`src/common/timer_cfg.svh`:
```
// Summary of operation
// Halt and counter reset written together clear the counter and keep it stopped.
// Divider select picks bus clock, bus clock over 2 to 64, or external clock.
// High counter read latches low byte; later high reads keep it until low read.
// System reset and counter reset bit clear both counter bytes.
// Counter equal to modulo sets wrap flag; next count clock restarts from zero. Here the flag sets on that restarting count clock.
// Modulo high write suppresses wrap flag until modulo low write; reset sets modulo.
// Software should reset the counter before writing modulo bytes.
// Channel flag sets on active pin edge in capture, on match in compare.
// Interrupt routing: flag clears by status read with flag then zero write.
// DMA routing: any access to channel low value byte clears the flag.
// Request enable gates requests; DMA route picks CPU or DMA request.
// Software keeps DMA route clear while a channel runs buffered PWM.
// High value read holds off flag setting until low value read.
// Buffered mode bit only on channels 0 and 2; disables next channel.
// Mode bit A picks capture or compare, or initial pin level at 00.
// Edge/level field picks capture edge or compare pin action; 00 is port.
// Software sets halt and counter reset before changing channel mode bits.
// Software keeps the pin stable two bus clocks before enabling capture.
// Toggle-on-wrap toggles pin at wrap in compare modes and beats compare.
// High value read blocks pin toggling until low value read.
// Full duty force acts from the next period and forces 100% duty.
// High read blocks captures; high write blocks compares until low access.
// Counter reset bit clears counter and prescaler and always reads zero.
// Halt bit freezes the counter; reset sets it.
// Counter, modulo and channel values are 16 bits as two bytes.
`ifndef TIMER_CFG_SVH
`define TIMER_CFG_SVH
`define TIM_A_CTL      8'h00
`define TIM_A_CNT_HI   8'h01
`define TIM_A_CNT_LO   8'h02
`define TIM_A_MOD_HI   8'h03
`define TIM_A_MOD_LO   8'h04
`define TIM_A_CH_BASE  8'h05
`define TIM_A_CH_STEP  8'h03
`define TIM_A_DMA      8'h11
`define TIM_B_FLAG     7
`define TIM_B_IE       6
`define TIM_B_HALT     5
`define TIM_B_RST      4
`define TIM_B_MSB      5
`define TIM_B_MSA      4
`define TIM_B_ELSB     3
`define TIM_B_ELSA     2
`define TIM_B_TOV      1
`define TIM_B_MAX      0
`define TIM_RST_MOD    16'hFFFF
`define TIM_RST_HALT   1'b1
`define TIM_PSEL_EXT   3'h7
`endif

```
`src/common/timer_pkg.sv`:
```
package timer_pkg;
  typedef struct packed {
    logic        flag;
    logic        ie;
    logic        msb;
    logic        msa;
    logic        elsb;
    logic        elsa;
    logic        tov;
    logic        max;
    logic [15:0] val;
    logic        armed;
    logic        hold_rd;
    logic        hold_wr;
    logic        pin;
    logic        max_act;
  } channel_t;

  typedef struct packed {
    logic            wrap_flag;
    logic            wrap_ie;
    logic            halt;
    logic [2:0]      psel;
    logic            wrap_armed;
    logic            mod_pending;
    logic [15:0]     cnt;
    logic [15:0]     modv;
    logic [7:0]      lo_latch;
    logic            cnt_latched;
    logic [5:0]      presc;
    logic            ext_s1;
    logic            ext_s2;
    logic            ext_prev;
    logic [3:0]      pin_s1;
    logic [3:0]      pin_s2;
    logic [3:0]      pin_prev;
    logic [3:0]      dma;
    logic [1:0]      pair_last;
    logic [1:0]      pair_act;
    logic [7:0]      rd_data;
    channel_t [3:0]  ch;
  } state_t;
endpackage : timer_pkg

```
`src/rtl/timer_capture_compare_pwm.sv`:
```
`timescale 1ns/1ns
`default_nettype none
`include "timer_cfg.svh"
module timer_capture_compare_pwm (
  input  wire logic       i_clk,
  input  wire logic       i_sys_rst,
  input  wire logic [7:0] i_addr,
  input  wire logic [7:0] i_wr_data,
  input  wire logic       i_wr,
  input  wire logic       i_rd,
  output logic      [7:0] o_rd_data,
  input  wire logic       i_external_count_clock,
  input  wire logic [3:0] i_channel_pin,
  output logic      [3:0] o_channel_pin,
  output logic      [3:0] o_channel_pin_oe,
  output logic            o_wrap_irq,
  output logic      [3:0] o_channel_irq,
  output logic      [3:0] o_channel_dma_req
);
  import timer_pkg::*;

  state_t state_reg;
  state_t state_next;

  // ****************************************
  // Next state
  // ****************************************
  always_comb begin
    logic        tick;
    logic        wrap;
    logic [5:0]  mask;
    logic [15:0] cnt_inc;
    logic [7:0]  a_sc;
    logic [7:0]  a_hi;
    logic [7:0]  a_lo;
    logic        paired;
    logic        cap_mode;
    logic        cmp_mode;
    logic        edge_hit;
    logic        match;
    logic        ev;
    logic [15:0] cmp_val;
    logic        rise;
    logic        fall;
    tick = 1'b0;
    wrap = 1'b0;
    mask = 6'h00;
    cnt_inc = 16'h0000;
    a_sc = 8'h00;
    a_hi = 8'h00;
    a_lo = 8'h00;
    paired = 1'b0;
    cap_mode = 1'b0;
    cmp_mode = 1'b0;
    edge_hit = 1'b0;
    match = 1'b0;
    ev = 1'b0;
    cmp_val = 16'h0000;
    rise = 1'b0;
    fall = 1'b0;
    state_next = state_reg;
    state_next.rd_data = 8'h00;

    // Two-flop synchronisers for everything arriving from pins
    state_next.ext_s1 = i_external_count_clock;
    state_next.ext_s2 = state_reg.ext_s1;
    state_next.ext_prev = state_reg.ext_s2;
    state_next.pin_s1 = i_channel_pin;
    state_next.pin_s2 = state_reg.pin_s1;
    state_next.pin_prev = state_reg.pin_s2;

    // ****************************************
    // Count clock and counter
    // ****************************************
    mask = 6'((7'h01 << state_reg.psel) - 7'h01);
    if (!state_reg.halt) begin
      state_next.presc = 6'(state_reg.presc + 6'h01);
      if (state_reg.psel == `TIM_PSEL_EXT) begin
        tick = state_reg.ext_s2 & ~state_reg.ext_prev;
      end else begin
        tick = (state_reg.presc & mask) == mask;
      end
    end
    cnt_inc = state_reg.cnt + 16'h0001;
    if (tick) begin
      if (state_reg.cnt == state_reg.modv) begin
        wrap = 1'b1;
        state_next.cnt = 16'h0000;
        // Modulo half-written: a wrap here would use a torn value
        if (!state_reg.mod_pending) begin
          state_next.wrap_flag = 1'b1;
          state_next.wrap_armed = 1'b0;
        end
      end else begin
        state_next.cnt = cnt_inc;
      end
    end

    // ****************************************
    // Global registers
    // ****************************************
    if (i_rd) begin
      unique case (i_addr)
        `TIM_A_CTL: begin
          state_next.rd_data = {state_reg.wrap_flag, state_reg.wrap_ie, state_reg.halt,
                                2'b00, state_reg.psel};
          state_next.wrap_armed = state_reg.wrap_flag;
        end
        `TIM_A_CNT_HI: begin
          state_next.rd_data = state_reg.cnt[15:8];
          if (!state_reg.cnt_latched) begin
            state_next.lo_latch = state_reg.cnt[7:0];
            state_next.cnt_latched = 1'b1;
          end
        end
        `TIM_A_CNT_LO: begin
          state_next.rd_data = state_reg.cnt_latched ? state_reg.lo_latch
                                                     : state_reg.cnt[7:0];
          state_next.cnt_latched = 1'b0;
        end
        `TIM_A_MOD_HI: state_next.rd_data = state_reg.modv[15:8];
        `TIM_A_MOD_LO: state_next.rd_data = state_reg.modv[7:0];
        `TIM_A_DMA:    state_next.rd_data = {4'h0, state_reg.dma};
        default: ;
      endcase
    end
    if (i_wr) begin
      unique case (i_addr)
        `TIM_A_CTL: begin
          state_next.wrap_ie = i_wr_data[`TIM_B_IE];
          state_next.halt = i_wr_data[`TIM_B_HALT];
          state_next.psel = i_wr_data[2:0];
          // A wrap landing in the clearing write keeps the flag set
          if (!i_wr_data[`TIM_B_FLAG] && state_reg.wrap_armed &&
              !(wrap && !state_reg.mod_pending)) begin
            state_next.wrap_flag = 1'b0;
          end
          state_next.wrap_armed = 1'b0;
          if (i_wr_data[`TIM_B_RST]) begin
            state_next.cnt = 16'h0000;
            state_next.presc = 6'h00;
          end
        end
        `TIM_A_MOD_HI: begin
          state_next.modv[15:8] = i_wr_data;
          state_next.mod_pending = 1'b1;
        end
        `TIM_A_MOD_LO: begin
          state_next.modv[7:0] = i_wr_data;
          state_next.mod_pending = 1'b0;
        end
        `TIM_A_DMA: state_next.dma = i_wr_data[3:0];
        default: ;
      endcase
    end

    // ****************************************
    // Channels
    // ****************************************
    for (int i = 0; i < 4; i++) begin
      a_sc = 8'(`TIM_A_CH_BASE + `TIM_A_CH_STEP * i);
      a_hi = 8'(a_sc + 8'h01);
      a_lo = 8'(a_sc + 8'h02);
      // Odd channel is swallowed by its even partner in buffered mode
      paired = (i % 2 == 1) && state_reg.ch[i - (i % 2)].msb;
      cap_mode = !state_reg.ch[i].msb && !state_reg.ch[i].msa &&
                 {state_reg.ch[i].elsb, state_reg.ch[i].elsa} != 2'b00;
      cmp_mode = (state_reg.ch[i].msb || state_reg.ch[i].msa) &&
                 {state_reg.ch[i].elsb, state_reg.ch[i].elsa} != 2'b00;
      rise = state_reg.pin_s2[i] & ~state_reg.pin_prev[i];
      fall = ~state_reg.pin_s2[i] & state_reg.pin_prev[i];
      unique case ({state_reg.ch[i].elsb, state_reg.ch[i].elsa})
        2'b01:   edge_hit = rise;
        2'b10:   edge_hit = fall;
        2'b11:   edge_hit = rise | fall;
        default: edge_hit = 1'b0;
      endcase
      cmp_val = state_reg.ch[i].val;
      if (state_reg.ch[i].msb) begin
        cmp_val = state_reg.pair_act[i / 2] ? state_reg.ch[i | 1].val : state_reg.ch[i].val;
      end
      match = tick && cmp_mode && !state_reg.ch[i].hold_wr &&
              state_next.cnt == cmp_val;

      // Bus accesses to this channel
      if (i_rd && !paired) begin
        if (i_addr == a_sc) begin
          state_next.rd_data = {state_reg.ch[i].flag, state_reg.ch[i].ie,
                                state_reg.ch[i].msb, state_reg.ch[i].msa,
                                state_reg.ch[i].elsb, state_reg.ch[i].elsa,
                                state_reg.ch[i].tov, state_reg.ch[i].max};
          state_next.ch[i].armed = state_reg.ch[i].flag;
        end
        if (i_addr == a_hi) begin
          state_next.rd_data = state_reg.ch[i].val[15:8];
          state_next.ch[i].hold_rd = 1'b1;
        end
        if (i_addr == a_lo) begin
          state_next.rd_data = state_reg.ch[i].val[7:0];
          state_next.ch[i].hold_rd = 1'b0;
        end
      end
      if (i_wr && i_addr == a_sc && !paired) begin
        state_next.ch[i].ie = i_wr_data[`TIM_B_IE];
        state_next.ch[i].msb = (i % 2 == 0) ? i_wr_data[`TIM_B_MSB] : 1'b0;
        state_next.ch[i].msa = i_wr_data[`TIM_B_MSA];
        state_next.ch[i].elsb = i_wr_data[`TIM_B_ELSB];
        state_next.ch[i].elsa = i_wr_data[`TIM_B_ELSA];
        state_next.ch[i].tov = i_wr_data[`TIM_B_TOV];
        state_next.ch[i].max = i_wr_data[`TIM_B_MAX];
        if (!i_wr_data[`TIM_B_FLAG] && state_reg.ch[i].armed) begin
          state_next.ch[i].flag = 1'b0;
        end
        state_next.ch[i].armed = 1'b0;
      end
      if (i_wr && i_addr == a_hi) begin
        state_next.ch[i].val[15:8] = i_wr_data;
        state_next.ch[i].hold_wr = 1'b1;
      end
      if (i_wr && i_addr == a_lo) begin
        state_next.ch[i].val[7:0] = i_wr_data;
        state_next.ch[i].hold_wr = 1'b0;
        state_next.pair_last[i / 2] = (i % 2 == 1);
      end
      // DMA routing clears on any low value access
      if ((i_rd || i_wr) && i_addr == a_lo && state_reg.ch[i].ie && state_reg.dma[i]) begin
        state_next.ch[i].flag = 1'b0;
      end

      // Capture and compare events; set wins over every clear above
      ev = 1'b0;
      if (!paired && cap_mode && edge_hit && !state_reg.ch[i].hold_rd) begin
        state_next.ch[i].val = state_reg.cnt;
        ev = 1'b1;
      end
      if (!paired && match) begin
        ev = 1'b1;
      end
      if (ev && !state_reg.ch[i].hold_rd) begin
        state_next.ch[i].flag = 1'b1;
        state_next.ch[i].armed = 1'b0;
      end

      // Pin drive
      if (!cap_mode && !cmp_mode) begin
        state_next.ch[i].pin = ~state_reg.ch[i].msa;
      end else if (cmp_mode && !paired) begin
        if (wrap) begin
          // Full duty request only lands at a period boundary
          state_next.ch[i].max_act = state_reg.ch[i].max;
        end
        if (wrap && state_reg.ch[i].max_act) begin
          state_next.ch[i].pin = ~state_reg.ch[i].elsa;
        end else if (wrap && state_reg.ch[i].tov) begin
          if (!state_reg.ch[i].hold_rd) begin
            state_next.ch[i].pin = ~state_reg.ch[i].pin;
          end
        end else if (match && !state_reg.ch[i].max_act) begin
          unique case ({state_reg.ch[i].elsb, state_reg.ch[i].elsa})
            2'b01: begin
              if (!state_reg.ch[i].hold_rd) begin
                state_next.ch[i].pin = ~state_reg.ch[i].pin;
              end
            end
            2'b10:   state_next.ch[i].pin = 1'b0;
            2'b11:   state_next.ch[i].pin = 1'b1;
            default: ;
          endcase
        end
      end
    end
    if (wrap) begin
      // Buffered pair swaps to the freshly written half at each period
      state_next.pair_act = state_reg.pair_last;
    end

    if (i_sys_rst) begin
      state_next = '0;
      state_next.halt = `TIM_RST_HALT;
      state_next.modv = `TIM_RST_MOD;
    end
  end

  always_ff @(posedge i_clk) begin
    state_reg <= state_next;
  end

  // ****************************************
  // Outputs
  // ****************************************
  always_comb begin
    o_rd_data = state_reg.rd_data;
    o_wrap_irq = state_reg.wrap_flag & state_reg.wrap_ie & ~state_reg.mod_pending;
    for (int k = 0; k < 4; k++) begin
      o_channel_pin[k] = state_reg.ch[k].pin;
      o_channel_pin_oe[k] = (state_reg.ch[k].msb || state_reg.ch[k].msa) &&
                            {state_reg.ch[k].elsb, state_reg.ch[k].elsa} != 2'b00 &&
                            !((k % 2 == 1) && state_reg.ch[k - (k % 2)].msb);
      o_channel_irq[k] = state_reg.ch[k].flag & state_reg.ch[k].ie & ~state_reg.dma[k];
      o_channel_dma_req[k] = state_reg.ch[k].flag & state_reg.ch[k].ie & state_reg.dma[k];
    end
  end
endmodule : timer_capture_compare_pwm
`default_nettype wire

```
`config.mk`:
```
export PLATFORM = sky130hd
export DESIGN_NAME = timer_capture_compare_pwm
export DESIGN_NICKNAME = d
export VERILOG_FILES = /design/src/common/timer_pkg.sv /design/src/rtl/timer_capture_compare_pwm.sv
export VERILOG_INCLUDE_DIRS = /design/src /design/src/common
export SDC_FILE = /design/constraint.sdc
export NUM_CORES = 1
export LEC_CHECK = 0
export ABC_AREA = 1
export CAP_MARGIN = 20
export CORE_ASPECT_RATIO = 0.8
export CORE_MARGIN = 5
export CORE_UTILIZATION = 45
export DETAILED_ROUTE_END_ITERATION = 8
export DONT_BUFFER_PORTS = 1
export RECOVER_POWER = 50
export SETUP_SLACK_MARGIN = 0.5
export SYNTH_ARGS = -nofsm -noshare
export SYNTH_HDL_FRONTEND = slang
export SYNTH_SLANG_ARGS = --single-unit
```
`constraint.sdc`:
```
create_clock -name i_clk -period 6.3 [get_ports i_clk]
set_input_delay 0.63 -clock i_clk [delete_from_list [all_inputs] [get_ports i_clk]]
set_output_delay 0.63 -clock i_clk [all_outputs]
set_load 0.02 [all_outputs]
```
## Word-level counts from Yosys, hierarchy flattened

Index checks and enable logic that the tools add are counted.

| cells by class | value |
|---|---|
| add/sub/neg operators | 3 |
| equality and inequality tests | 36 |
| shift-type cells | 1 |
| mux-type cells | 134 |
| bitwise operators | 59 |
| reduce and logical (&&, ||, !) cells | 199 |

Operators with widths:

| operator | number |
|---|---|
| 8-bit two-way mux | 32 |
| 16-bit two-way mux | 12 |
| 1-bit logical AND | 91 |
| 16-bit == test | 5 |
| 1-bit two-way mux | 69 |
| 8-bit by 4-bit == test with 1-bit output, second input constant | 8 |
| 8-bit case mux with 6 select lines | 1 |
| 2-bit nonzero test | 24 |
| 40-bit two-way mux | 1 |
| 2-bit AND reduction | 18 |
| 8-bit by 3-bit == test with 1-bit output, second input constant | 4 |
| 1-bit NOT | 31 |
| 1-bit logical NOT | 29 |
| 3-bit AND reduction | 9 |
| 6-bit two-way mux | 4 |
| 1-bit case mux with 3 select lines | 8 |
| 3-bit nonzero test | 8 |
| 6-bit nonzero test | 4 |
| 1-bit bitwise AND | 23 |
| 16-bit by 1-bit adder with 16-bit output, second input constant | 1 |
| 2-bit == test, second input constant | 8 |
| 8-bit by 2-bit == test with 1-bit output, second input constant | 2 |
| 8-bit by 5-bit == test with 1-bit output, second input constant | 2 |
| 4-bit nonzero test | 4 |
| other kinds (16) | 34 |

| storage, ports and cells | value |
|---|---|
| bits in registers | 200 |
| input bits | 25 |
| output and inout bits | 25 |
| logic and storage cells | 513 |

## Longest topological paths before layout

Gate-level depths: netlist (run 1).

| logic depth | value |
|---|---|
| depth in word-level cells | 21 |
| depth in mapped cells | 24 |
| gate-level depth less buffers | 24 |

## Worst setup path after synthesis (run 1)

Ideal clock, no wire load.

| timing | value |
|---|---|
| path type | input-to-reg |
| start | in i_addr[2] |
| end | reg state_reg, in the netlist o_channel_pin[2] |
| library setup time | 113 ps |
| arrival | 2,492 ps |
| data required time | 6,187 ps |
| setup slack | 3,695 ps |
| stages | 20 |
| buffers on the path | 2 |
| cell sequence | buf_2 > nor2_4 > inv_1 > nor2_2 > nand2_2 > inv_2 > nand2_1 > nor2_2 > nor2_8 > buf_6 > nand3_1 > nand2_1 > nor2_1 > nand3_1 > nor2_1 > nand4_1 > nand3_1 > nand3_1 > nor2_1 > nor2_1 |

| on the way | value |
|---|---|
| word-level cells in the longest chain between the ends | 8 |

RTL lines:

| item | RTL line | text |
|---|---|---|
| start, declared | timer_capture_compare_pwm.sv:7 | `input wire logic [7:0] i_addr,` |
| 8-bit logical NOT | timer_capture_compare_pwm.sv:128 | `unique case (i_addr)` |
| 16-bit two-way mux | timer_capture_compare_pwm.sv:128 |  |
| 40-bit two-way mux | timer_capture_compare_pwm.sv:127 | `if (i_wr) begin` |
| 16-bit == test | timer_capture_compare_pwm.sv:183 | `state_next.cnt == cmp_val;` |
| 1-bit logical AND | timer_capture_compare_pwm.sv:182 | `match = tick && cmp_mode && !state_reg.ch[i].hold_wr &&` |
| 1-bit logical AND | timer_capture_compare_pwm.sv:258 | `end else if (match && !state_reg.ch[i].max_act) begin` |
| 4-bit nonzero test (no source line) | - |  |
| 3-bit AND reduction (no source line) | - |  |
| end signal, assigned | timer_capture_compare_pwm.sv:285 | `state_reg <= state_next;` |
| end, declared | timer_capture_compare_pwm.sv:22 | `state_t state_reg;` |

Every way passes these cells.
A chain may end at the register's enable or synchronous reset.

## Worst setup path in the final report (run 1)

| timing | value |
|---|---|
| start | in i_addr[7] |
| end | reg state_reg, in the netlist o_channel_pin[3] |

Same word-level chain as after synthesis.

==> results.json, run 1 <==
{
  "fillers": 2875,
  "die_h_um": 158,
  "cts.repair.resized": 0,
  "antenna_found_initial": 1,
  "worstMarginPinSlew_ns": 2.52,
  "critPathCaptureType": "flop",
  "synth_area_sq_um": 12400,
  "synthTopCellsByCount": "nand2_1, inv_1, nor2_1, dfxtp_1, o21ai_0",
  "critPathArrivalTime_ns": 5.27,
  "rsz0062_at_grt": "no",
  "dieArea_sq_um": 31000,
  "grt_pass1_wl_mm": 75.0,
  "hp-class": "input port to flop",
  "drc": 0,
  "yosys_register_bits": 200,
  "clk_pin_slew_worst_paths_ns": 0.08,
  "n_antenna_cell": 0,
  "synthArstFlopShare_pct": 0,
  "syn_to_final_growth_pct": 4.70,
  "hold_slack_ns": 0.238,
  "instances_no_fill": 2258,
  "register_area_sq_um": 4000,
  "cts_max_level": 4,
  "numCtsBuffers": 17,
  "p_int_uw": 1820,
  "ys.flop_type": "dfxtp_1",
  "startpoint": "i_addr[7]",
  "ioPinCount": 50,
  "yosysSeqAreaShare_pct": 32.3,
  "switching_share_pct": 27.0,
  "setup_tns_ns": 0,
  "postSynthCellCount": 1941,
  "post_cts_buffers": 0,
  "grt_pass1_vias": 11700,
  "design_area_sq_um": 13000,
  "wl_mm": 51.3,
  "p_per_area_nw_per_um2": 193,
  "cts_tree": "built",
  "ys.warnings.count": 0,
  "final_antenna_net_count": 0,
  "dp_slack_ns": 2.45,
  "period_share_pct": 77.3,
  "crit_type": "input port to flop",
  "drt_iter0_drc": 1952,
  "cts_num_sinks": 200,
  "cts_hold_buf": 0,
  "synth_enable_flop_cells": 0,
  "gp_congestion": 0.993,
  "routedWlPerCell_um": 22.7,
  "place_area_sq_um": 12500,
  "die_width_um": 196,
  "violations": "capacitance limit, slew limit",
  "vdd_ir_drop_max_mv": 0.197,
  "yosys.area.top_type": "dfxtp_1",
  "root_buffer": "clkbuf_16",
  "syn_nets": 1988,
  "dpl.cell_count": 2224,
  "multi_input_area_sq_um": 6790,
  "synth.most_common_cell": "nand2_1",
  "p_leak_uw": 0.00529,
  "clock_path_buffers": 2,
  "clkLatencyLatePin_ns": 0.47,
  "combPwrFrac_pct": 3.5,
  "grt_usage_pct": 32.4,
  "drt_first_pass_iters": 8,
  "status": "complete, but fails checks",
  "maxSlewHeadroom_pct": -70.4,
  "setup_ws_ns": 1.43,
  "cp_max_fo": 14,
  "rr_startpoint": "state_reg[179]$_SDFF_PP0_",
  "start_util_pct": 45.5,
  "finalHoldViolations": 0,
  "num_rows": 54,
  "min-delay-start": "i_sys_rst",
  "drv_slew": 41,
  "fin_skew_ns": 0.0166,
  "globalRouteOverflowTotal": 0,
  "synth_area_per_cell_sq_um": 6.38,
  "vias": 13100,
  "coreArea_sq_um": 27200,
  "clock.fmax_mhz": 205,
  "largest_reg_flops": 188,
  "finalCriticalPeriod_ns": 4.87,
  "numPortBuffers": 0,
  "seq_power_share_pct": 51.1,
  "via_per_inst": 5.78,
  "startpoint_type": "input port",
  "switching_power_uw": 676,
  "drive_gt1_share_pct": 3.59,
  "yosys-top-cells-area": "dfxtp_1, nand2_1, inv_1",
  "grt_max_degree": 109,
  "required_ns": 6.70,
  "dp_hpwl_mm": 38.3,
  "maxCapViolations": 6,
  "synth_top_cell_area_share_pct": 32.3,
  "synth.distinct_cells": 49,
  "p_clk_share_pct": 45.4,
  "final_nets": 1928,
  "setup_viol": 0
}
==> logic make-up (layout without fill, tap and decap cells) <==
group | Yosys count | after routing | share of synthesized area (%)
AND/OR/NAND/NOR | 846 | 846 | 28.2
AO/OA/AOI/OAI | 448 | 448 | 21.7
buffers and inverters | 377 | 330 | 12.1
flip-flops | 200 | 200 | 32.3
XOR/XNOR | 48 | 48 | 3.39
adder cells (fa/ha/maj) | 22 | 22 | 2.22
==> cells in the final DEF, fill, tap and decap left out, drive strengths merged, types with 4 or more instances in the layout <==
cell and n:
o2111ai 5, clkinv 9, inv 295, nand3b 5
nand2 457, a21oi 140, buf 4, clkbuf 20
o211ai 30, a22oi 14, dfxtp 200, xnor2 11
o22ai 26, nor2 261, ha 22, o221ai 11
a211oi 10, o21ai 179, xor2 37, o311ai 11
nor4 7, nand4 31, a31oi 8, nor3 28
nand3 55
==> routing by layer <==
layer | vias up | global-route usage [%] | wire [um]
li1 | 6186 | - | -
met1 | 6022 | 46.4 | 22900
met2 | 720 | 45.0 | 20200
met3 | 130 | 9.79 | 5960
met4 | 2 | 13.4 | 2320
met5 | - | 0 | 10
==> power groups by stage <==
stage	combinational (uW)	sequential (uW)	clock [uW]
finish	87.3	1280	1130
floorplan	81.9	1300	0
global route	94.6	1280	1190
CTS	86.6	1280	1140
global placement	86.3	1310	0
detailed placement	86.3	1310	0
==> final timing paths <==
kind                                        end  slack, ns  depth (start not counted)
setup / recovery  o_channel_pin[3]$_SDFFE_PP0P_       1.43                         17
hold / removal       state_reg[78]$_SDFFE_PP0P_       0.24                          1
setup reg to reg  o_channel_pin[3]$_SDFFE_PP0P_       2.04                         22
hold reg to reg       state_reg[137]$_SDFF_PP0_       0.41                          2
==> critical path, stage by stage <==
cell,delay [ns]
nor2_1,0.11
nand3_1,0.17
inv_1,0.24
nand2_1,0.46
o311ai_0,2.13
inv_1,0.41
nand2_1,0.16
nand2_1,0.06
nor2_1,0.10
nand2_1,0.06
nor2_1,0.19
nand4_1,0.14
nand3_1,0.13
nand3_1,0.08
nand2_1,0.06
inv_1,0.04
nor2_1,0.09
==> final cells by class <==
cell class                      count  area share, %
Tap cell                          364           3.51
Inverter                          291           8.42
Multi-Input combinational cell   1364           52.4
Clock inverter                     15           1.23
Clock buffer                       17           3.28
Sequential cell                   200           30.9
Timing Repair Buffer                7          0.318
==> stage by stage <==
stage,utilization [%],total power (uW)
3_3_place_gp,45.8,1400
6_report,47.6,2500
3_5_place_dp,45.8,1400
2_1_floorplan,-,1390
4_1_cts,48.0,2510
5_1_grt,47.6,2570
Power figures use the tool's default switching activity.
==> inputs of run 2 (changes only) <==
--- a/config.mk
+++ b/config.mk
@@ -6,7 +6,7 @@
 export SDC_FILE = /design/constraint.sdc
 export NUM_CORES = 1
 export LEC_CHECK = 0
-export ABC_AREA = 1
+export ABC_AREA = 0
 export CAP_MARGIN = 20
 export CORE_ASPECT_RATIO = 0.8
 export CORE_MARGIN = 5
==> constraint.sdc (replaced) <==
create_clock -name i_clk -period 4.9 [get_ports i_clk]
set_input_delay 0.49 -clock i_clk [delete_from_list [all_inputs] [get_ports i_clk]]
set_output_delay 0.49 -clock i_clk [all_outputs]
set_load 0.02 [all_outputs]
==> results.json, run 2 <==
{
  "clkLatencyLatePin_ns": 0.47,
  "yosys_register_bits": 200,
  "cpPeakStageDelay_ns": 0.57,
  "crit_type": "flop to flop",
  "cts_tree": "built",
  "maxSlewHeadroom_pct": 9.87,
  "critPathArrivalTime_ns": 4.47,
  "r2r_slack_ns": 0.78,
  "synth_area_per_cell_sq_um": 7.64,
  "synth_area_sq_um": 12300,
  "gp_congestion": 0.988,
  "hp-class": "input port to flop",
  "globalRouteOverflowTotal": 0,
  "maxCapViolations": 0,
  "required_ns": 5.25,
  "syn_nets": 1654,
  "cts_hold_buf": 0,
  "clock_path_buffers": 2,
  "synth.distinct_cells": 78,
  "hold_slack_ns": 0.0929,
  "fin_skew_ns": 0.0212,
  "setup_tns_ns": 0,
  "dpl.cell_count": 1875,
  "p_leak_uw": 0.00481,
  "routedWlPerCell_um": 27.1,
  "cts_num_sinks": 200,
  "whs_path_depth": 1,
  "dieArea_sq_um": 30700,
  "start_util_pct": 45.3,
  "wl_mm": 51.6,
  "clk_pin_slew_worst_paths_ns": 0.09,
  "grt_pass1_wl_mm": 76.0,
  "ioPinCount": 50,
  "vias": 12600,
  "final_nets": 1577,
  "antenna_found_initial": 1,
  "final_cell_mix": "nand2_1, dfxtp_1, nor2_1",
  "setup_viol": 0,
  "status": "completed",
  "min_to": "state_reg[107]$_SDFFE_PP0P_",
  "yosysSeqAreaShare_pct": 32.6,
  "grt_pass1_vias": 11300,
  "layout_commonest_cell": "nand2_1",
  "drt_iter0_drc": 2063,
  "coreArea_sq_um": 27100,
  "rr_startpoint": "state_reg[147]$_SDFF_PP0_",
  "rr_worst_depth": 11,
  "place_area_sq_um": 12500,
  "clock.fmax_mhz": 243,
  "startpoint_type": "flop",
  "root_buffer": "clkbuf_16",
  "drc": 0,
  "synth_enable_flop_cells": 0,
  "startpoint": "state_reg[147]$_SDFF_PP0_",
  "crit_chain": "a21boi_0 > a2111o_1 > a211o_1 > or3_1 > a21oi_1 > o2111ai_1 > nor4_1 > o2111ai_1 > o211ai_2 > mux2i_1 > nor2_1",
  "drt_first_pass_iters": 5,
  "synth_top_cell_area_share_pct": 32.6,
  "ys.warnings.count": 0,
  "postSynthCellCount": 1607,
  "synthTopCellsByCount": "nand2_1, dfxtp_1, nor2_1, clkbuf_1, a21oi_1",
  "cp_max_fo": 17,
  "final_antenna_net_count": 0,
  "die_width_um": 195,
  "worstMarginPinSlew_ns": 1.32,
  "min-delay-start": "i_sys_rst",
  "yosys-top-cells-area": "dfxtp_1, nand2_1, nor2_1",
  "ys.flop_type": "dfxtp_1",
  "cts_max_level": 4,
  "synthArstFlopShare_pct": 0,
  "critPathCaptureType": "flop",
  "grt_max_degree": 185,
  "rsz0062_at_grt": "no",
  "cp_slowest_cell": "a211o_1",
  "finalPower_uw": 3220,
  "finalCriticalPeriod_ns": 4.12,
  "num_rows": 54,
  "drive_gt1_share_pct": 6.16,
  "period_share_pct": 84.1,
  "drv_slew": 0,
  "finalHoldViolations": 0,
  "post_cts_buffers": 0,
  "numPortBuffers": 0,
  "synth.most_common_cell": "nand2_1",
  "p_per_area_nw_per_um2": 246,
  "via_per_inst": 6.61,
  "die_h_um": 158,
  "largest_reg_flops": 188,
  "design_area_sq_um": 13100,
  "instances_no_fill": 1907,
  "r2r-end": "o_channel_pin[1]$_SDFFE_PP0P_",
  "fillers": 2672,
  "path_common_cell": "o2111ai_1",
  "dp_hpwl_mm": 36.3,
  "grt_usage_pct": 32.8,
  "yosys.area.top_type": "dfxtp_1",
  "numCtsBuffers": 17,
  "syn_to_final_growth_pct": 6.48,
  "vdd_ir_drop_max_mv": 0.235
}
run 2: changes by cell type in the layout (fill, tap and decap cells not counted), sizes merged, moves of 31 or more:
cell / previous run / this run
a311oi: 3 / 34
inv: 295 / 36
mux2i: 0 / 72
nand2: 457 / 207
nand3: 55 / 110
nor2: 261 / 199
o21ai: 179 / 47
xnor2: 11 / 47
run 2: cells by family after synthesis:
group | Yosys count | synth area share [%]
simple gates | 696 | 26.7
xor+xnor | 64 | 4.56
buf+inv | 172 | 5.68
compound gates | 366 | 20.4
flops | 200 | 32.6
mux | 87 | 7.82
fa+ha+maj | 22 | 2.24
run 2: routing by layer:
| metal | up-vias | wire [um] | GRT usage (%) |
|---|---|---|---|
| li1 | 5620 | - | - |
| met1 | 6021 | 22500 | 48.3 |
| met2 | 841 | 21400 | 47.7 |
| met3 | 124 | 5870 | 6.85 |
| met4 | 2 | 1860 | 11.4 |
| met5 | - | 13 | 0 |
run 2: report_power, final:
group	internal, uW	total [uW]	switching, uW
clock	816	1500	683
sequential	1630	1640	10.7
combinational	34.6	80.6	46.0
run 2: how the worst max path moves through the flow:
stage / cells past startpoint / slack (ns) / end
after floorplan: 11 / 1.62 / o_channel_pin[1]$_SDFFE_PP0P_
after global placement: 12 / 1.01 / o_channel_pin[0]$_SDFFE_PP0P_
after detailed placement: 11 / 0.94 / o_channel_pin[3]$_SDFFE_PP0P_
after CTS: 11 / 0.87 / o_channel_pin[3]$_SDFFE_PP0P_
after global routing: 11 / 0.56 / o_channel_pin[0]$_SDFFE_PP0P_
final: 11 / 0.78 / o_channel_pin[1]$_SDFFE_PP0P_
run 2: critical path, delay by kind of cell, from the launching register on:
family          cells  cell delay, ns
simple gates        3            0.89
compound gates      7            2.47
flops               1            0.43
mux                 1            0.20
run 2: layout make-up:
cell class                 instances  area (sq um)  share of cell area (%)
tap                              364           455                    3.48
clock buffer                      20           447                    3.41
antenna                            1          2.50                  0.0191
multi-input combinational       1235          7630                    58.3
sequential                       200          4000                    30.6
timing repair buffer              40           259                    1.98
inverter                          36           135                    1.03
clock inverter                    11           150                    1.15
run 2: what timing repair did:
action | in CTS | in global routing
setup endpoints to repair | 0 | 1
hold endpoints to repair | 0 | 0
gates resized for setup | 0 | 2
run 2: stage by stage:
stage	util [%]	setup slack [ns]
global placement	46.1	1.01
floorplan	-	1.62
global route	48.3	0.560
finish	48.3	0.780
CTS	48.4	0.866
detailed placement	46.2	0.943
==> inputs of run 3 (changes only) <==
==> constraint.sdc (replaced) <==
create_clock -name i_clk -period 3.62 [get_ports i_clk]
set_input_delay 0.362 -clock i_clk [delete_from_list [all_inputs] [get_ports i_clk]]
set_output_delay 0.362 -clock i_clk [all_outputs]
set_load 0.02 [all_outputs]
==> results.json, run 3 (synthesized netlist as in run 2, its figures left out) <==
{
  "grtUsageMet2_pct": 48.6,
  "dp_hpwl_mm": 36.8,
  "drt_iter0_drc": 1799,
  "routedWlPerCell_um": 26.9,
  "register_area_sq_um": 4020,
  "grtUsageMet3_pct": 8.36,
  "drv_slew": 44,
  "grt_pass1_vias": 11900,
  "antenna_found_initial": 1,
  "die_h_um": 158,
  "hp-class": "input port to flop",
  "cts_num_sinks": 200,
  "globalRouteOverflowTotal": 0,
  "setup_viol": 0,
  "grt_max_degree": 143,
  "start_util_pct": 45.3,
  "syn_to_final_growth_pct": 15.1,
  "cp_max_fo": 6,
  "drt_first_pass_iters": 6,
  "cp_slowest_cell": "or3_1",
  "maxSlewHeadroom_pct": -45.3,
  "maxCapViolations": 1,
  "wl_mm": 53.4,
  "grt_usage_pct": 33.4,
  "num_rows": 54,
  "fin_util_pct": 52.2,
  "startpoint_type": "flop",
  "vias": 13100,
  "finalHoldViolations": 0,
  "crit_chain": "nor2b_1 > a2111o_1 > a211o_4 > or3_1 > a21oi_4 > xor2_1 > o2111ai_2 > nor4_4 > buf_4 > nand4_1 > and2_1",
  "via_per_inst": 6.59,
  "fin_skew_ns": 0.0145,
  "numCtsBuffers": 17,
  "clock.fmax_mhz": 296,
  "multi_input_area_sq_um": 8040,
  "root_buffer": "clkbuf_16",
  "whs_path_depth": 2,
  "n_antenna_cell": 0,
  "finalCriticalPeriod_ns": 3.38,
  "vdd_ir_drop_max_mv": 0.333,
  "cts_max_level": 4,
  "p_leak_uw": 0.00529,
  "required_ns": 3.97,
  "rsz0062_at_grt": "yes",
  "violations": "capacitance limit, slew limit",
  "gp_congestion": 1.04,
  "busiest_layer": "met2",
  "clock_path_buffers": 2,
  "critPathCaptureType": "flop",
  "cp.depth": 11,
  "rr_worst_depth": 11,
  "grt_pass1_wl_mm": 78.0,
  "p_per_area_nw_per_um2": 301,
  "clkLatencyLatePin_ns": 0.46,
  "worst-path-buf-inv": 1,
  "clk_pin_slew_worst_paths_ns": 0.09,
  "ioPinCount": 50,
  "setup_ws_ns": 0.237,
  "die_width_um": 195,
  "crit_type": "flop to flop",
  "status": "complete, but fails checks",
  "crit_family": "simple AND/OR/NAND/NOR gates",
  "coreArea_sq_um": 27100,
  "layout_commonest_cell": "nand2_1",
  "period_share_pct": 93.5,
  "cpPeakStageDelay_ns": 0.45,
  "use_met1_pct": 48.0,
  "fillers": 2625,
  "cts_tree": "built",
  "final_antenna_net_count": 0,
  "worstMarginPinSlew_ns": 2.18,
  "critPathArrivalTime_ns": 3.73,
  "drive_gt1_share_pct": 14.9,
  "drc": 0,
  "dieArea_sq_um": 30700,
  "final_nets": 1657,
  "numPortBuffers": 0,
  "dp_slack_ns": -0.0705,
  "final_cell_mix": "nand2_1, nor2_1, dfxtp_1",
  "largest_reg_flops": 188
}
[run 3: cell types whose count changed in the layout (fill, tap and decap cells not counted), moves of 8 or more]
cell       before  now
buf_6           0   12
buf_4          29   89
dfxtp_1       200  190
a2111oi_0       9    1
[run 3: layout make-up]
cell class / instances / share of cell area (%)
clock buffers: 19 / 3.13
well taps: 364 / 3.22
inverters: 36 / 0.956
clock inverters: 13 / 0.761
repair buffers: 120 / 6.65
flip-flops and latches: 200 / 28.5
multi-input cells: 1235 / 56.8
[run 3: metrics by stage]
step | area, sq um | power, uW | hold slack (ns) | setup TNS (ns) | cells
final | 14100 | 4250 | 0.0263 | 0 | 1987
after global routing | 14100 | 4360 | 0.00161 | 0 | 1987
after CTS | 13800 | 4260 | 0.00208 | 0 | 1970
after detailed placement | 12900 | 2380 | 0.421 | -0.0705 | 1922
after global placement | 12900 | 2380 | 0.417 | 0 | 1922
after floorplan | 12300 | 2420 | 0.414 | 0 | 1607
[run 3: path summary, 6_finish.rpt]
path | slack [ns] | to | start
worst min register to register | 0.43 | state_reg[145]$_SDFF_PP0_ | state_reg[146]$_SDFF_PP0_
worst max-delay path | 0.24 | state_reg[4]$_SDFFE_PP0P_ | state_reg[196]$_SDFFE_PP0P_
worst max register to register | 0.24 | state_reg[4]$_SDFFE_PP0P_ | state_reg[196]$_SDFFE_PP0P_
worst min-delay path | 0.03 | state_reg[174]$_SDFFE_PP1P_ | i_wr_data[4]
[run 3: where the power goes]
group	total [uW]	switching, uW	internal (uW)
clock network	1900	984	921
logic	127	75.4	51.4
registers	2220	13.5	2210
[run 3: layer usage]
layer	up-vias	wire length [um]
met2	868	22000
met4	0	2250
met1	6276	23000
met3	155	6260
met5	-	0
li1	5795	-
[run 3: what timing repair did]
| action | CTS | global route |
|---|---|---|
| hold endpoints to repair | 44 | 0 |
| buffers inserted | 12 | 16 |
| resized for setup | 51 | 66 |
| hold buffers | 3 | 0 |
| pin swaps | 16 | 41 |
| setup endpoints to repair | 12 | 14 |
| cloned | 1 | 1 |
